<file path="src/spc_pkg.sv">
/*
 * Constants for the serial pin, status and control block of a clock multiplier.
 * Assumes one 200 MHz core clock; pins reach the block unsynchronised.
 */
// Function
// - In I2C mode the shared address/data-out pin is an input giving address bit 1.
// - In four-wire SPI mode the shared address/data-out pin drives read data to the host.
// - In I2C mode the shared select pin is sampled as strapped address bit 0.
// - In SPI mode the shared select pin is an active-low chip select that frames transfers.
// - The interrupt output goes low whenever internal device status has changed.
// - Holding the reset pin low returns the SPI port, configuration, status and pin drivers to their initial state.
// - Reset loads every configuration register with its default value.
// - Clock outputs stay disabled while reset is in effect.
// - The output-disable pin held high disables every clock output.
// - The lock indicator is high while the main PLL is locked and low otherwise.
// - Each input clock indicator is low while loss of clock is seen on that input.
// - The data pin is two-way in I2C and three-wire SPI, input only in four-wire SPI; this block never drives it in I2C mode.
package spc_pkg;
    // pin slots in the synchroniser vector
    localparam int PIN_RESET_N  = 0;
    localparam int PIN_I2C_SEL  = 1;
    localparam int PIN_SCLK     = 2;
    localparam int PIN_SEL_N    = 3;
    localparam int PIN_ADDR1    = 4;
    localparam int PIN_DATA     = 5;
    localparam int PIN_OUT_DIS  = 6;
    localparam int PIN_COUNT    = 7;
    // idle levels follow the pin pulls: reset, strap and select pulled up
    localparam logic [6:0] PIN_INIT = 7'h0B;

    // spi frame: rw bit, 7-bit address, 8-bit data, msb first
    localparam int          FRAME_BITS  = 16;
    localparam int          HDR_BITS    = 8;
    localparam logic [6:0]  ADDR_STATUS = 7'h00;
    localparam logic [6:0]  ADDR_CONFIG = 7'h01;

    // status register fields
    localparam int STS_LOS_LSB   = 0;   // four sticky loss-of-clock changes
    localparam int STS_LOCK_CHG  = 4;   // sticky lock change
    localparam int STS_LOCK_LIVE = 5;   // live lock level, read only
    localparam int STS_STICKY_W  = 5;

    // config register fields and default
    localparam int         CFG_OUT_ON  = 0;
    localparam logic [7:0] CFG_DEFAULT = 8'h01;
endpackage : spc_pkg

</file>
<file path="src/spc_top.sv">
/*
 * Serial pin muxing, a small SPI register port, interrupt, reset, output
 * disable and lock / loss-of-clock indicators.
 * Assumes i_pll_locked and i_input_clock_lost come from logic on i_clock;
 * all pins are asynchronous and the bench resolves the two-way pins.
 */
`timescale 1ns/100ps
module spc_top (
    input  wire logic       i_clock,
    input  wire logic       i_rst,
    input  wire logic       i_hard_reset_n,
    input  wire logic       i_i2c_select,
    input  wire logic       i_serial_clock,
    input  wire logic       i_addr0_or_select_n,
    input  wire logic       i_addr1_or_serial_out,
    input  wire logic       i_serial_data,
    input  wire logic       i_outputs_disable,
    input  wire logic       i_spi_three_wire,
    input  wire logic       i_pll_locked,
    input  wire logic [3:0] i_input_clock_lost,
    output logic            o_addr1_or_serial_out,
    output logic            o_addr1_or_serial_out_oe,
    output logic            o_serial_data,
    output logic            o_serial_data_oe,
    output logic            o_i2c_mode,
    output logic [1:0]      o_i2c_address,
    output logic            o_status_irq_n,
    output logic            o_clock_outputs_enable,
    output logic            o_lock_lost_n,
    output logic            o_input0_clock_missing_n,
    output logic            o_input1_clock_missing_n,
    output logic            o_input2_clock_missing_n,
    output logic            o_input3_clock_missing_n
);
    localparam int PC = spc_pkg::PIN_COUNT;

    // a change counts only once the second and third stages agree
    function automatic logic [PC-1:0] spc_filter(input logic [PC-1:0] s2,
                                                 input logic [PC-1:0] s3,
                                                 input logic [PC-1:0] held);
        spc_filter = ((s2 ^ s3) & held) | (~(s2 ^ s3) & s2);
    endfunction : spc_filter

    logic [PC-1:0] pin_s1_q, pin_s2_q, pin_s3_q, pin_f_q;
    logic [PC-1:0] pin_raw;
    logic          sclk_prev_q;
    logic          hold;
    logic          i2c_mode;
    logic          cs_active;
    logic          sclk_rise;
    logic          sclk_fall;
    logic [4:0]    bit_cnt_q;
    logic [14:0]   shift_q;
    logic [7:0]    hdr;
    logic          read_q;
    logic [6:0]    addr_q;
    logic [7:0]    tx_q;
    logic [7:0]    config_q;
    logic [spc_pkg::STS_STICKY_W-1:0] sticky_q;
    logic [spc_pkg::STS_STICKY_W-1:0] events;
    logic [spc_pkg::STS_STICKY_W-1:0] clear_mask;
    logic          lock_prev_q;
    logic [3:0]    lost_prev_q;
    logic          frame_end;
    logic [7:0]    status_view;

    assign pin_raw = {i_outputs_disable, i_serial_data, i_addr1_or_serial_out,
                      i_addr0_or_select_n, i_serial_clock, i_i2c_select, i_hard_reset_n};

    // three-stage synchronisers; only the second and third stages are looked at
    always_ff @(posedge i_clock or posedge i_rst) begin
        if (i_rst) begin
            pin_s1_q <= spc_pkg::PIN_INIT;
            pin_s2_q <= spc_pkg::PIN_INIT;
            pin_s3_q <= spc_pkg::PIN_INIT;
            pin_f_q  <= spc_pkg::PIN_INIT;
        end else begin
            pin_s1_q <= pin_raw;
            pin_s2_q <= pin_s1_q;
            pin_s3_q <= pin_s2_q;
            pin_f_q  <= spc_filter(pin_s2_q, pin_s3_q, pin_f_q);
        end
    end

    // reset pin low holds spi framing, config, sticky bits and pin drivers below at their initial state
    assign hold      = ~pin_f_q[spc_pkg::PIN_RESET_N];
    assign i2c_mode  = pin_f_q[spc_pkg::PIN_I2C_SEL];
    assign cs_active = ~i2c_mode & ~pin_f_q[spc_pkg::PIN_SEL_N];
    assign sclk_rise = pin_f_q[spc_pkg::PIN_SCLK] & ~sclk_prev_q;
    assign sclk_fall = ~pin_f_q[spc_pkg::PIN_SCLK] & sclk_prev_q;
    assign hdr       = {shift_q[6:0], pin_f_q[spc_pkg::PIN_DATA]};
    assign frame_end = cs_active & sclk_rise
                       & (bit_cnt_q == 5'(spc_pkg::FRAME_BITS - 1));

    // serial clock edge finder, runs from the filtered pin
    always_ff @(posedge i_clock or posedge i_rst) begin
        if (i_rst) begin
            sclk_prev_q <= 1'b0;
        end else begin
            sclk_prev_q <= pin_f_q[spc_pkg::PIN_SCLK];
        end
    end

    // spi framing: bit counter and input shifter, cleared whenever select is high
    always_ff @(posedge i_clock or posedge i_rst) begin
        if (i_rst) begin
            bit_cnt_q <= 5'h00;
            shift_q   <= 15'h0000;
        end else if (hold || !cs_active) begin
            bit_cnt_q <= 5'h00;
            shift_q   <= 15'h0000;
        end else if (sclk_rise) begin
            shift_q   <= {shift_q[13:0], pin_f_q[spc_pkg::PIN_DATA]};
            if (bit_cnt_q != 5'(spc_pkg::FRAME_BITS))
                bit_cnt_q <= bit_cnt_q + 5'h01;
        end
    end

    // header capture and read-data shifter, data changes on the falling edge
    always_ff @(posedge i_clock or posedge i_rst) begin
        if (i_rst) begin
            read_q <= 1'b0;
            addr_q <= 7'h00;
            tx_q   <= 8'h00;
        end else if (hold || !cs_active) begin
            read_q <= 1'b0;
            addr_q <= 7'h00;
            tx_q   <= 8'h00;
        end else if (sclk_rise && bit_cnt_q == 5'(spc_pkg::HDR_BITS - 1)) begin
            read_q <= hdr[7];
            addr_q <= hdr[6:0];
            if (hdr[6:0] == spc_pkg::ADDR_STATUS)
                tx_q <= status_view;
            else if (hdr[6:0] == spc_pkg::ADDR_CONFIG)
                tx_q <= config_q;
            else
                tx_q <= 8'h00;                  // unmapped address reads zero
        end else if (sclk_fall && bit_cnt_q > 5'(spc_pkg::HDR_BITS)) begin
            tx_q <= {tx_q[6:0], 1'b0};
        end
    end

    assign status_view = {2'b00, lock_prev_q, sticky_q};

    // configuration register, written at the end of a write frame
    always_ff @(posedge i_clock or posedge i_rst) begin
        if (i_rst) begin
            config_q <= spc_pkg::CFG_DEFAULT;
        end else if (hold) begin
            config_q <= spc_pkg::CFG_DEFAULT;
        end else if (frame_end && !read_q && addr_q == spc_pkg::ADDR_CONFIG) begin
            config_q <= hdr;
        end
    end

    // status change detection on lock and the four loss-of-clock levels
    assign events     = {i_pll_locked ^ lock_prev_q, i_input_clock_lost ^ lost_prev_q};
    assign clear_mask = (frame_end && !read_q && addr_q == spc_pkg::ADDR_STATUS)
                        ? hdr[spc_pkg::STS_STICKY_W-1:0] : '0;

    // sticky bits: write one to clear, a new event in the same cycle wins
    always_ff @(posedge i_clock or posedge i_rst) begin
        if (i_rst) begin
            lock_prev_q <= 1'b0;
            lost_prev_q <= 4'h0;
            sticky_q    <= '0;
        end else if (hold) begin
            lock_prev_q <= i_pll_locked;
            lost_prev_q <= i_input_clock_lost;
            sticky_q    <= '0;
        end else begin
            lock_prev_q <= i_pll_locked;
            lost_prev_q <= i_input_clock_lost;
            sticky_q    <= (sticky_q & ~clear_mask) | events;
        end
    end

    // pin drivers; 4-wire read data rides the address pin, 3-wire rides the data pin
    always_ff @(posedge i_clock or posedge i_rst) begin
        if (i_rst) begin
            o_addr1_or_serial_out    <= 1'b0;
            o_addr1_or_serial_out_oe <= 1'b0;
            o_serial_data            <= 1'b0;
            o_serial_data_oe         <= 1'b0;
        end else if (hold) begin
            o_addr1_or_serial_out    <= 1'b0;
            o_addr1_or_serial_out_oe <= 1'b0;
            o_serial_data            <= 1'b0;
            o_serial_data_oe         <= 1'b0;
        end else begin
            // in i2c mode the pin stays released and is only read
            o_addr1_or_serial_out    <= tx_q[7];
            o_addr1_or_serial_out_oe <= cs_active & ~i_spi_three_wire;
            o_serial_data            <= tx_q[7];
            // never driven in 4-wire mode; the i2c engine is outside this block
            o_serial_data_oe         <= cs_active & i_spi_three_wire & read_q
                                        & (bit_cnt_q >= 5'(spc_pkg::HDR_BITS));
        end
    end

    // strap address is taken from filtered pins, never at the asynchronous reset
    always_ff @(posedge i_clock or posedge i_rst) begin
        if (i_rst) begin
            o_i2c_mode    <= 1'b1;
            o_i2c_address <= 2'h0;
        end else begin
            o_i2c_mode    <= i2c_mode;
            if (i2c_mode)
                o_i2c_address <= {pin_f_q[spc_pkg::PIN_ADDR1],
                                  pin_f_q[spc_pkg::PIN_SEL_N]};
        end
    end

    // status and output-enable indicators
    always_ff @(posedge i_clock or posedge i_rst) begin
        if (i_rst) begin
            o_status_irq_n           <= 1'b1;
            o_clock_outputs_enable   <= 1'b0;
            o_lock_lost_n            <= 1'b0;
            o_input0_clock_missing_n <= 1'b0;
            o_input1_clock_missing_n <= 1'b0;
            o_input2_clock_missing_n <= 1'b0;
            o_input3_clock_missing_n <= 1'b0;
        end else begin
            o_status_irq_n           <= ~(|sticky_q);
            o_clock_outputs_enable   <= ~hold
                                        & ~pin_f_q[spc_pkg::PIN_OUT_DIS]
                                        & config_q[spc_pkg::CFG_OUT_ON];
            o_lock_lost_n            <= i_pll_locked;
            o_input0_clock_missing_n <= ~i_input_clock_lost[0];
            o_input1_clock_missing_n <= ~i_input_clock_lost[1];
            o_input2_clock_missing_n <= ~i_input_clock_lost[2];
            o_input3_clock_missing_n <= ~i_input_clock_lost[3];
        end
    end
endmodule : spc_top

</file>
<file path="config.mk">
export PLATFORM = sky130hd
export DESIGN_NAME = spc_top
export DESIGN_NICKNAME = d
export VERILOG_FILES = /design/src/spc_pkg.sv /design/src/spc_top.sv
export SDC_FILE = /design/constraint.sdc
export NUM_CORES = 1
export LEC_CHECK = 0
export BUFFER_PORTS_ARGS = -buffer_cell sky130_fd_sc_hd__clkbuf_2
export CAP_MARGIN = 40
export CORE_MARGIN = 10
export CORE_UTILIZATION = 30
export DETAILED_ROUTE_END_ITERATION = 8
export PLACE_DENSITY = 0.52
export SYNTH_ARGS = -nofsm -noshare
export SYNTH_HDL_FRONTEND = slang
export SYNTH_SLANG_ARGS = --single-unit
</file>
<file path="constraint.sdc">
create_clock -name i_clock -period 2.39 [get_ports i_clock]
set_input_delay 0.239 -clock i_clock [delete_from_list [all_inputs] [get_ports i_clock]]
set_output_delay 0.239 -clock i_clock [all_outputs]
set_load 0.1 [all_outputs]
</file>
==> results.json, run 1 <==
{
  "p_leak_nw": 1.70,
  "hold_path_depth": 1,
  "clock_power_share_pct": 34.5,
  "min_to": "lost_prev_q[1]",
  "diodes": 0,
  "synth.distinct_cells": 38,
  "first_iter_violations": 92,
  "arrival_ps": 2320,
  "vias": 2066,
  "power.share.combinational_pct": 12.1,
  "hold_violations": 0,
  "clock.fmax_mhz": 485,
  "cts_buffers": 9,
  "hpwl_mm": 4.27,
  "wl_per_cell_um": 13.6,
  "period_share_pct": 86.3,
  "setup_viol": 0,
  "grt_util_all_layers_pct": 8.51,
  "syn_nets": 294,
  "vdd_drop_max_v": 0.000370,
  "syn_inst": 276,
  "drc": 0,
  "status": "completed",
  "yosys.area_share.adder_pct": 3.23,
  "seqPwrFrac_pct": 53.4,
  "dr.pass1.iters": 4,
  "cts_tree": "built",
  "ant_nets": 0,
  "place_area_sq_um": 3660,
  "htreeDepth": 3,
  "rows": 38,
  "port_buffers": 28,
  "grt_pass1_wl_mm": 11.1,
  "critPathKind": "register to register",
  "muxShareOfSynthArea_pct": 3.12,
  "final_common_cell": "dfrtp_1",
  "antenna_found_initial": 0,
  "drt_wl_total_mm": 6.31,
  "reg2regPathDepth": 7,
  "synth_simple_gate_area_share_pct": 13.4,
  "synth-compound-area-share_pct": 9.89,
  "layout_common_cells": "dfrtp_1 (72), nand2_1 (45), clkbuf_2 (28)",
  "reg2reg_slack_ps": 330,
  "syn-cell-area_sq_um": 3330,
  "start_kind": "register",
  "synth_area_per_cell_sq_um": 12.1,
  "p_per_area_nw_per_um2": 761,
  "crit_required_ps": 2640,
  "p_sw_share_pct": 27.7,
  "worstPathMaxFanout": 5,
  "grt_overflow_total": 0,
  "ys_seq_elements": 87,
  "fin_hold_ws_ps": 27.2,
  "synth_largest_area_cell": "dfrtp_1",
  "rr_endpoint": "sticky_q[0]",
  "maxCapViolCount": 0,
  "grt_pass1_vias": 2178,
  "synth_top_family_by_area": "simple AND/OR/NAND/NOR gates",
  "intPower_w": 0.00218,
  "ys_top_cells_by_area": "dfrtp_1 (54%), dfstp_2 (12%), nand2_1 (5.1%)",
  "cts_setup_buffers": 0,
  "clk_pin_slew_ps": 90,
  "dieWidth_um": 125,
  "max-slew-margin-rel_pct": 62.6,
  "min_from": "i_input_clock_lost[1]",
  "stdcell_area_sq_um": 3960,
  "die_y_um": 125,
  "dieArea_sq_um": 15700,
  "finalClockSkew_ps": 12.8,
  "ys_seq_area_share_pct": 66.0,
  "hp-class": "input port to register",
  "start_util_pct": 30.7,
  "gp_congestion": 0.765,
  "power_switching_w": 0.000835,
  "clk_path_buf_depth": 2,
  "coreArea_sq_um": 10800,
  "endpoint_kind": "register",
  "final_nets": 338,
  "boundaryPins": 29,
  "cts-root-buf": "clkbuf_8",
  "drive_above_1_share_pct": 21.8,
  "cts.sinks": 87,
  "via_per_inst": 4.44,
  "utilization_pct": 36.6,
  "tightest_slew_ps": 561,
  "synth_top_area_share_pct": 54.2,
  "clock_latency_ps": 360,
  "grt_start_max_net_pins": 69,
  "reg2reg_from": "bit_cnt_q[0]",
  "layout_min_cycle_time_ps": 2060,
  "yosysWarningCount": 0,
  "syn2layout_area_growth_pct": 19.1,
  "synth_xor_area_share_pct": 1.84,
  "slew_violations": 0,
  "rsz0062_at_grt": "no",
  "tns_ps": 0
}
-- worst max-delay path, cell delays in order (launching register included) --
cell and delay, ps:
dfrtp_1 410, ha_1 210, and3_1 180, ha_1 140
nor4b_1 350, and4b_1 370, a21boi_0 120, o21a_1 200
-- power by group through the flow --
| stage | sequential, W | combinational (W) | clock [W] |
|---|---|---|---|
| 6_report | 0.00161 | 0.000366 | 0.00104 |
| 5_1_grt | 0.00162 | 0.000396 | 0.00114 |
| 4_1_cts | 0.00161 | 0.000373 | 0.00109 |
| 3_5_place_dp | 0.00164 | 0.000361 | 0 |
| 3_3_place_gp | 0.00164 | 0.000359 | 0 |
| 2_1_floorplan | 0.00176 | 0.000148 | 0 |
-- kinds of logic (layout without fill, tap and decap cells) --
logic type               Yosys count  count (layout)
AND/OR/NAND/NOR                   89              89
AO/OA/AOI/OAI                     52              52
flip-flops                        87              87
adder cells (fa/ha/maj)           10              10
buffers and inverters             21              70
multiplexers                      10              10
XOR/XNOR                           7               7
-- cells in the mapped netlist --
library cell	count
dfrtp_1	72
nand2_1	45
a21oi_1	16
dfstp_2	15
o21ai_0	14
inv_1	10
nor2_1	9
clkbuf_1	8
nand3_1	8
a2bb2oi_1	7
maj3_1	7
mux2i_1	7
or2_1	6
a21boi_0	5
o21a_1	5
xor2_1	5
ha_1	3
mux2_2	3
nand4_1	3
nor4_1	3
a211oi_1	2
and2_1	2
and4b_1	2
buf_2	2
nand2b_1	2
nor4b_1	2
xnor2_1	2
a21oi_2	1
a311o_1	1
a41oi_1	1
and3_1	1
buf_4	1
nand4b_4	1
nor2b_1	1
nor3_1	1
or2_0	1
or3b_1	1
or4_1	1
-- area by class of cell --
cell class / instances / area, sq um
repair buffers: 44 / 298
well taps: 140 / 175
flip-flops and latches: 87 / 2200
clock inverters: 6 / 70.1
multi-input cells: 168 / 1050
inverters: 10 / 41.3
clock buffers: 10 / 138
fillers: 1098 / 6880
-- registers in the layout (all words and copies together), names as in the netlist, named ones only --
| signal | cells |
|---|---|
| config_q | 8 |
| o_serial_data | 1 |
| o_i2c_address | 2 |
| read_q | 1 |
| o_serial_data_oe | 1 |
| addr_q | 7 |
| o_lock_lost_n | 1 |
| o_status_irq_n | 1 |
| o_i2c_mode | 1 |
| pin_s1_q | 7 |
| o_input1_clock_missing_n | 1 |
| o_input3_clock_missing_n | 1 |
| lost_prev_q | 4 |
| sticky_q | 5 |
| bit_cnt_q | 5 |
| sclk_prev_q | 1 |
| tx_q | 8 |
| o_input0_clock_missing_n | 1 |
| o_input2_clock_missing_n | 1 |
| pin_s2_q | 7 |
| o_clock_outputs_enable | 1 |
| o_addr1_or_serial_out_oe | 1 |
| shift_q | 7 |
| pin_s3_q | 7 |
-- repair_timing --
item                                    in CTS  in global routing
endpoints found under the setup margin       0                  0
gates resized for setup                      0                  0
hold buffers                                10                  0
endpoints found under the hold margin       27                  0
-- routing by layer --
metal / vias to the layer above / global-route usage, % / share of wire [%]
li1: 1032 / - / -
met1: 996 / 11.1 / 48
met2: 29 / 12.5 / 47
met3: 9 / 2.75 / 3.8
met4: 0 / 4.00 / 1.7
met5: - / 0 / 0
-- worst max-delay path by stage --
| stage | from | endpoint | slack, ps | depth (start not counted) |
|---|---|---|---|---|
| 2_1_floorplan | bit_cnt_q[0] | config_q[4] | 540 | 8 |
| 3_3_place_gp | bit_cnt_q[0] | sticky_q[0] | 380 | 7 |
| 3_5_place_dp | bit_cnt_q[0] | sticky_q[0] | 350 | 7 |
| 4_1_cts | bit_cnt_q[0] | sticky_q[0] | 320 | 7 |
| 5_1_grt | bit_cnt_q[0] | sticky_q[4] | 160 | 7 |
| 6_report | bit_cnt_q[0] | sticky_q[0] | 330 | 7 |
-- through the flow --
step           instances  setup slack, ps  total power [W]
2_1_floorplan        276              545          0.00191
3_3_place_gp         439              382          0.00200
3_5_place_dp         439              349          0.00200
4_1_cts              465              322          0.00307
5_1_grt              465              160          0.00316
6_report             465              328          0.00302
(Power assumes the default switching activity.)
==> run 2: changes to the inputs <==
--- a/config.mk
+++ b/config.mk
@@ -7,10 +7,11 @@
 export LEC_CHECK = 0
 export BUFFER_PORTS_ARGS = -buffer_cell sky130_fd_sc_hd__clkbuf_2
 export CAP_MARGIN = 40
+export CORE_ASPECT_RATIO = 0.7
 export CORE_MARGIN = 10
-export CORE_UTILIZATION = 30
+export CORE_UTILIZATION = 55
 export DETAILED_ROUTE_END_ITERATION = 8
-export PLACE_DENSITY = 0.52
+export PLACE_DENSITY = 0.79
 export SYNTH_ARGS = -nofsm -noshare
 export SYNTH_HDL_FRONTEND = slang
 export SYNTH_SLANG_ARGS = --single-unit
==> constraint.sdc (replaced) <==
create_clock -name i_clock -period 2.3 [get_ports i_clock]
set_input_delay 0.23 -clock i_clock [delete_from_list [all_inputs] [get_ports i_clock]]
set_output_delay 0.23 -clock i_clock [all_outputs]
set_load 0.1 [all_outputs]
==> results.json, run 2 (synthesized netlist as in run 1, its figures left out) <==
{
  "status": "completed",
  "syn2layout_area_growth_pct": 17.5,
  "crit_required_ps": 2560,
  "tns_ps": 0,
  "clk_path_buf_depth": 2,
  "ant_nets": 0,
  "final_common_cell": "dfrtp_1",
  "intPower_w": 0.00216,
  "grt_pass1_vias": 2080,
  "port_buffers": 28,
  "grt_pass1_wl_mm": 10.4,
  "cts_setup_buffers": 0,
  "hp-class": "register to register",
  "postCtsHoldBufs": 14,
  "p_leak_nw": 1.71,
  "power_switching_w": 0.000925,
  "vdd_drop_max_v": 0.000585,
  "cts_tree": "built",
  "clock.fmax_mhz": 487,
  "finalPower_w": 0.00308,
  "cts_buffers": 9,
  "power.share.combinational_pct": 12.5,
  "max-slew-margin-rel_pct": 62.6,
  "start_util_pct": 57.5,
  "clk_pin_slew_ps": 90,
  "grt_util_all_layers_pct": 13.5,
  "cp_cell_sequence": "ha_1, and3_1, ha_1, nor4b_1, and4b_1, a21boi_0, o21a_1",
  "top_regs": "config_q (8), tx_q (8)",
  "arrival_ps": 2320,
  "endpoint_kind": "register",
  "vias": 2127,
  "coreArea_sq_um": 5780,
  "crit_buf_inv": 0,
  "die_y_um": 85.1,
  "slowest_delay_ps": 410,
  "n_fill_cell": 427,
  "cts-root-buf": "clkbuf_8",
  "diodes": 0,
  "setup_viol": 0,
  "p_per_area_nw_per_um2": 789,
  "layout_common_cells": "dfrtp_1 (72), nand2_1 (45), clkbuf_2 (28)",
  "grt_overflow_total": 0,
  "dieArea_sq_um": 9610,
  "clock_power_share_pct": 33.2,
  "p_sw_share_pct": 30.0,
  "first_iter_violations": 165,
  "cpMaxStageDelayCell": "dfrtp_1",
  "rsz0062_at_grt": "no",
  "regArea_sq_um": 2200,
  "worstPathMaxFanout": 5,
  "dr.pass1.iters": 4,
  "final_nets": 342,
  "tightest_slew_ps": 561,
  "period_share_pct": 89.3,
  "via_per_inst": 5.26,
  "maxCapViolCount": 0,
  "cts.sinks": 87,
  "drc": 0,
  "clock_latency_ps": 370,
  "hpwl_mm": 4.14,
  "drive_above_1_share_pct": 21.6,
  "antenna_found_initial": 0,
  "boundaryPins": 29,
  "dieWidth_um": 113,
  "multiInputGateArea_sq_um": 1050,
  "fin_hold_ws_ps": 355,
  "crit_top_cell": "ha_1",
  "seqPwrFrac_pct": 54.3,
  "drt_wl_total_mm": 6.04,
  "gp_congestion": 0.791,
  "critPathTopFamily": "simple AND/OR/NAND/NOR gates",
  "critPathKind": "register to register",
  "rows": 23,
  "htreeDepth": 3,
  "layout_min_cycle_time_ps": 2050,
  "start_kind": "register",
  "grt_start_max_net_pins": 88,
  "finalClockSkew_ps": 9.75,
  "post_cts_resized": 0,
  "wl_per_cell_um": 15.0,
  "slew_violations": 0,
  "hold_violations": 0
}
## run 2: area by class of cell
class	instances	area share (%)
clock buffer	9	3.17
clock inverter	7	1.82
inverter	10	1.06
multi-input combinational	168	26.8
sequential	87	56.2
tap	75	2.40
timing repair buffer	48	8.64
## run 2: worst paths after layout
| kind | startpoint | to | slack, ps | cells after the start |
|---|---|---|---|---|
| worst max-delay path | bit_cnt_q[0] | sticky_q[0] | 250 | 7 |
| worst min-delay path | pin_s1_q[2] | pin_s2_q[2] | 360 | 0 |
| worst max register to register | bit_cnt_q[0] | sticky_q[0] | 250 | 7 |
| worst min register to register | pin_s1_q[2] | pin_s2_q[2] | 360 | 0 |
| max in group asynchronous | i_rst | o_status_irq_n | 1420 | 4 |
| min in group asynchronous | i_rst | o_input2_clock_missing_n | 520 | 4 |
## run 2: power groups by stage
stage	sequential [W]	clock [W]	combinational, W
floorplan	0.00183	0	0.000154
global route	0.00169	0.00113	0.000414
CTS	0.00168	0.00107	0.000391
finish	0.00168	0.00102	0.000387
global placement	0.00170	0	0.000367
detailed placement	0.00170	0	0.000372
## run 2: stage by stage
stage | std cells | instance area (sq um) | setup slack [ps] | util, %
detailed placement | 374 | 3570 | 288 | 61.8
finish | 404 | 3910 | 247 | 67.6
CTS | 404 | 3910 | 254 | 67.6
floorplan | 276 | 3330 | 455 | -
global placement | 374 | 3570 | 335 | 61.8
global route | 404 | 3910 | 55.9 | 67.6
## run 2: metal layers
metal	wire length (um)	vias up	share of wire [%]	track usage [%]
met1	2900	1031	48	18.1
met5	0	-	0	0
met3	411	6	6.8	5.98
met4	55	0	0.91	5.86
li1	-	1038	-	-
met2	2680	52	44	18.6
==> run 3: changes to the inputs <==
--- a/config.mk
+++ b/config.mk
@@ -12,6 +12,7 @@
 export CORE_UTILIZATION = 55
 export DETAILED_ROUTE_END_ITERATION = 8
 export PLACE_DENSITY = 0.79
+export REMOVE_ABC_BUFFERS = 1
 export SYNTH_ARGS = -nofsm -noshare
 export SYNTH_HDL_FRONTEND = slang
 export SYNTH_SLANG_ARGS = --single-unit
==> results.json, run 3 (synthesized netlist as in run 1, its figures left out) <==
{
  "status": "completed",
  "dieWidth_um": 113,
  "cts.sinks": 87,
  "power.share.combinational_pct": 12.3,
  "start_util_pct": 57.5,
  "p_per_area_nw_per_um2": 803,
  "intPower_w": 0.00224,
  "cts_buffers": 9,
  "first_iter_violations": 118,
  "worstPathMaxFanout": 5,
  "cts-root-buf": "clkbuf_8",
  "power_switching_w": 0.000871,
  "vdd_drop_max_v": 0.000538,
  "dr.pass1.iters": 4,
  "ant_nets": 0,
  "gp_congestion": 0.855,
  "start_kind": "register",
  "crit_required_ps": 2560,
  "tightest_slew_ps": 607,
  "port_buffers": 28,
  "die_y_um": 85.1,
  "clock_power_share_pct": 33.7,
  "slew_violations": 0,
  "dieArea_sq_um": 9610,
  "clock.fmax_mhz": 497,
  "syn2layout_area_growth_pct": 16.3,
  "clk_pin_slew_ps": 90,
  "grt_overflow_total": 0,
  "critPathKind": "register to register",
  "p_leak_nw": 1.69,
  "layout_min_cycle_time_ps": 2010,
  "vias": 2157,
  "cts_tree": "built",
  "antenna_found_initial": 0,
  "stdcell_area_sq_um": 3870,
  "top_regs": "config_q (8), tx_q (8)",
  "wl_per_cell_um": 16.2,
  "grt_start_max_net_pins": 38,
  "setup_viol": 0,
  "grt_pass1_vias": 2232,
  "place_area_sq_um": 3570,
  "hpwl_mm": 4.53,
  "seqPwrFrac_pct": 54.0,
  "htreeDepth": 3,
  "grt_pass1_wl_mm": 11.4,
  "clock_latency_ps": 350,
  "rsz0062_at_grt": "no",
  "endpoint_kind": "register",
  "arrival_ps": 2270,
  "layout_common_cells": "dfrtp_1 (72), nand2_1 (45), clkbuf_2 (28)",
  "rows": 23,
  "clk_path_buf_depth": 2,
  "diodes": 0,
  "maxCapViolCount": 0,
  "boundaryPins": 29,
  "hp-class": "input port to register",
  "max-slew-margin-rel_pct": 59.1,
  "finalClockSkew_ps": 7.99,
  "grt_util_all_layers_pct": 14.5,
  "final_nets": 338,
  "utilization_pct": 66.9,
  "period_share_pct": 87.4,
  "n_fill_cell": 436,
  "drt_wl_total_mm": 6.50,
  "finalPower_w": 0.00311,
  "final_common_cell": "dfrtp_1",
  "via_per_inst": 5.39,
  "coreArea_sq_um": 5780,
  "hold_violations": 0,
  "p_sw_share_pct": 28.0,
  "drc": 0,
  "drive_above_1_share_pct": 21.5
}
[run 3: cell count changes in the layout (fill, tap and decap cells not counted), sizes merged]
| cell | change |
|---|---|
| bufinv | +1 |
| clkbuf | +1 |
| inv | -4 |
| clkinvlp | +2 |
| dlygate4sd3 | -4 |
[run 3: repair_timing]
item / 4_1_cts / 5_1_grt
hold buffers: 9 / 1
hold endpoints to repair: 29 / 1
gates resized for setup: 0 / 0
buffers inserted: 0 / 0
[run 3: worst paths after layout]
path                                       start              to  slack (ps)  depth (start not counted)
max                                 bit_cnt_q[0]     sticky_q[1]         290                          7
min                        i_input_clock_lost[3]  lost_prev_q[3]          20                          1
max reg2reg                         bit_cnt_q[0]     sticky_q[1]         290                          7
min reg2reg                          pin_s1_q[5]     pin_s2_q[5]         350                          0
max in group asynchronous                  i_rst       addr_q[5]        1150                          4
min in group asynchronous                  i_rst  lost_prev_q[3]         450                          3
[run 3: power groups by stage]
stage,combinational [W],clock (W),sequential [W]
final,0.000382,0.00105,0.00168
after global routing,0.000410,0.00115,0.00169
after CTS,0.000384,0.00107,0.00168
after detailed placement,0.000372,0,0.00171
after global placement,0.000364,0,0.00170
after floorplan,0.000128,0,0.00185
[run 3: final cells by class]
type	instances	area, sq um	area share [%]
inverters	10	38.8	1.00
clock buffers	10	128	3.30
multi-input cells	168	1050	27.0
repair buffers	44	298	7.69
well taps	75	93.8	2.42
flip-flops and latches	87	2200	56.7
clock inverters	6	70.1	1.81
[run 3: layer usage]
layer	vias to the layer above	track usage, %	routed length (um)
met5	-	0	0
met3	12	5.06	528
met2	74	20.9	2840
met1	1043	20.2	3040
met4	0	3.91	83
li1	1028	-	-
[run 3: metrics by stage]
step	hold slack (ps)	setup TNS [ps]	cells	setup slack, ps
final	17.0	0	400	290
after global routing	1.20	0	400	142
after CTS	8.29	0	399	312
after global placement	293	0	374	360
after detailed placement	306	0	374	319
after floorplan	234	-11190	265	-155
[run 3: worst max-delay path, stage by stage (launching register included)]
cell,delay [ps]
dfrtp_1,400
ha_1,200
and3_1,170
ha_1,130
nor4b_1,300
and4b_1,370
a21boi_0,150
o21a_1,190
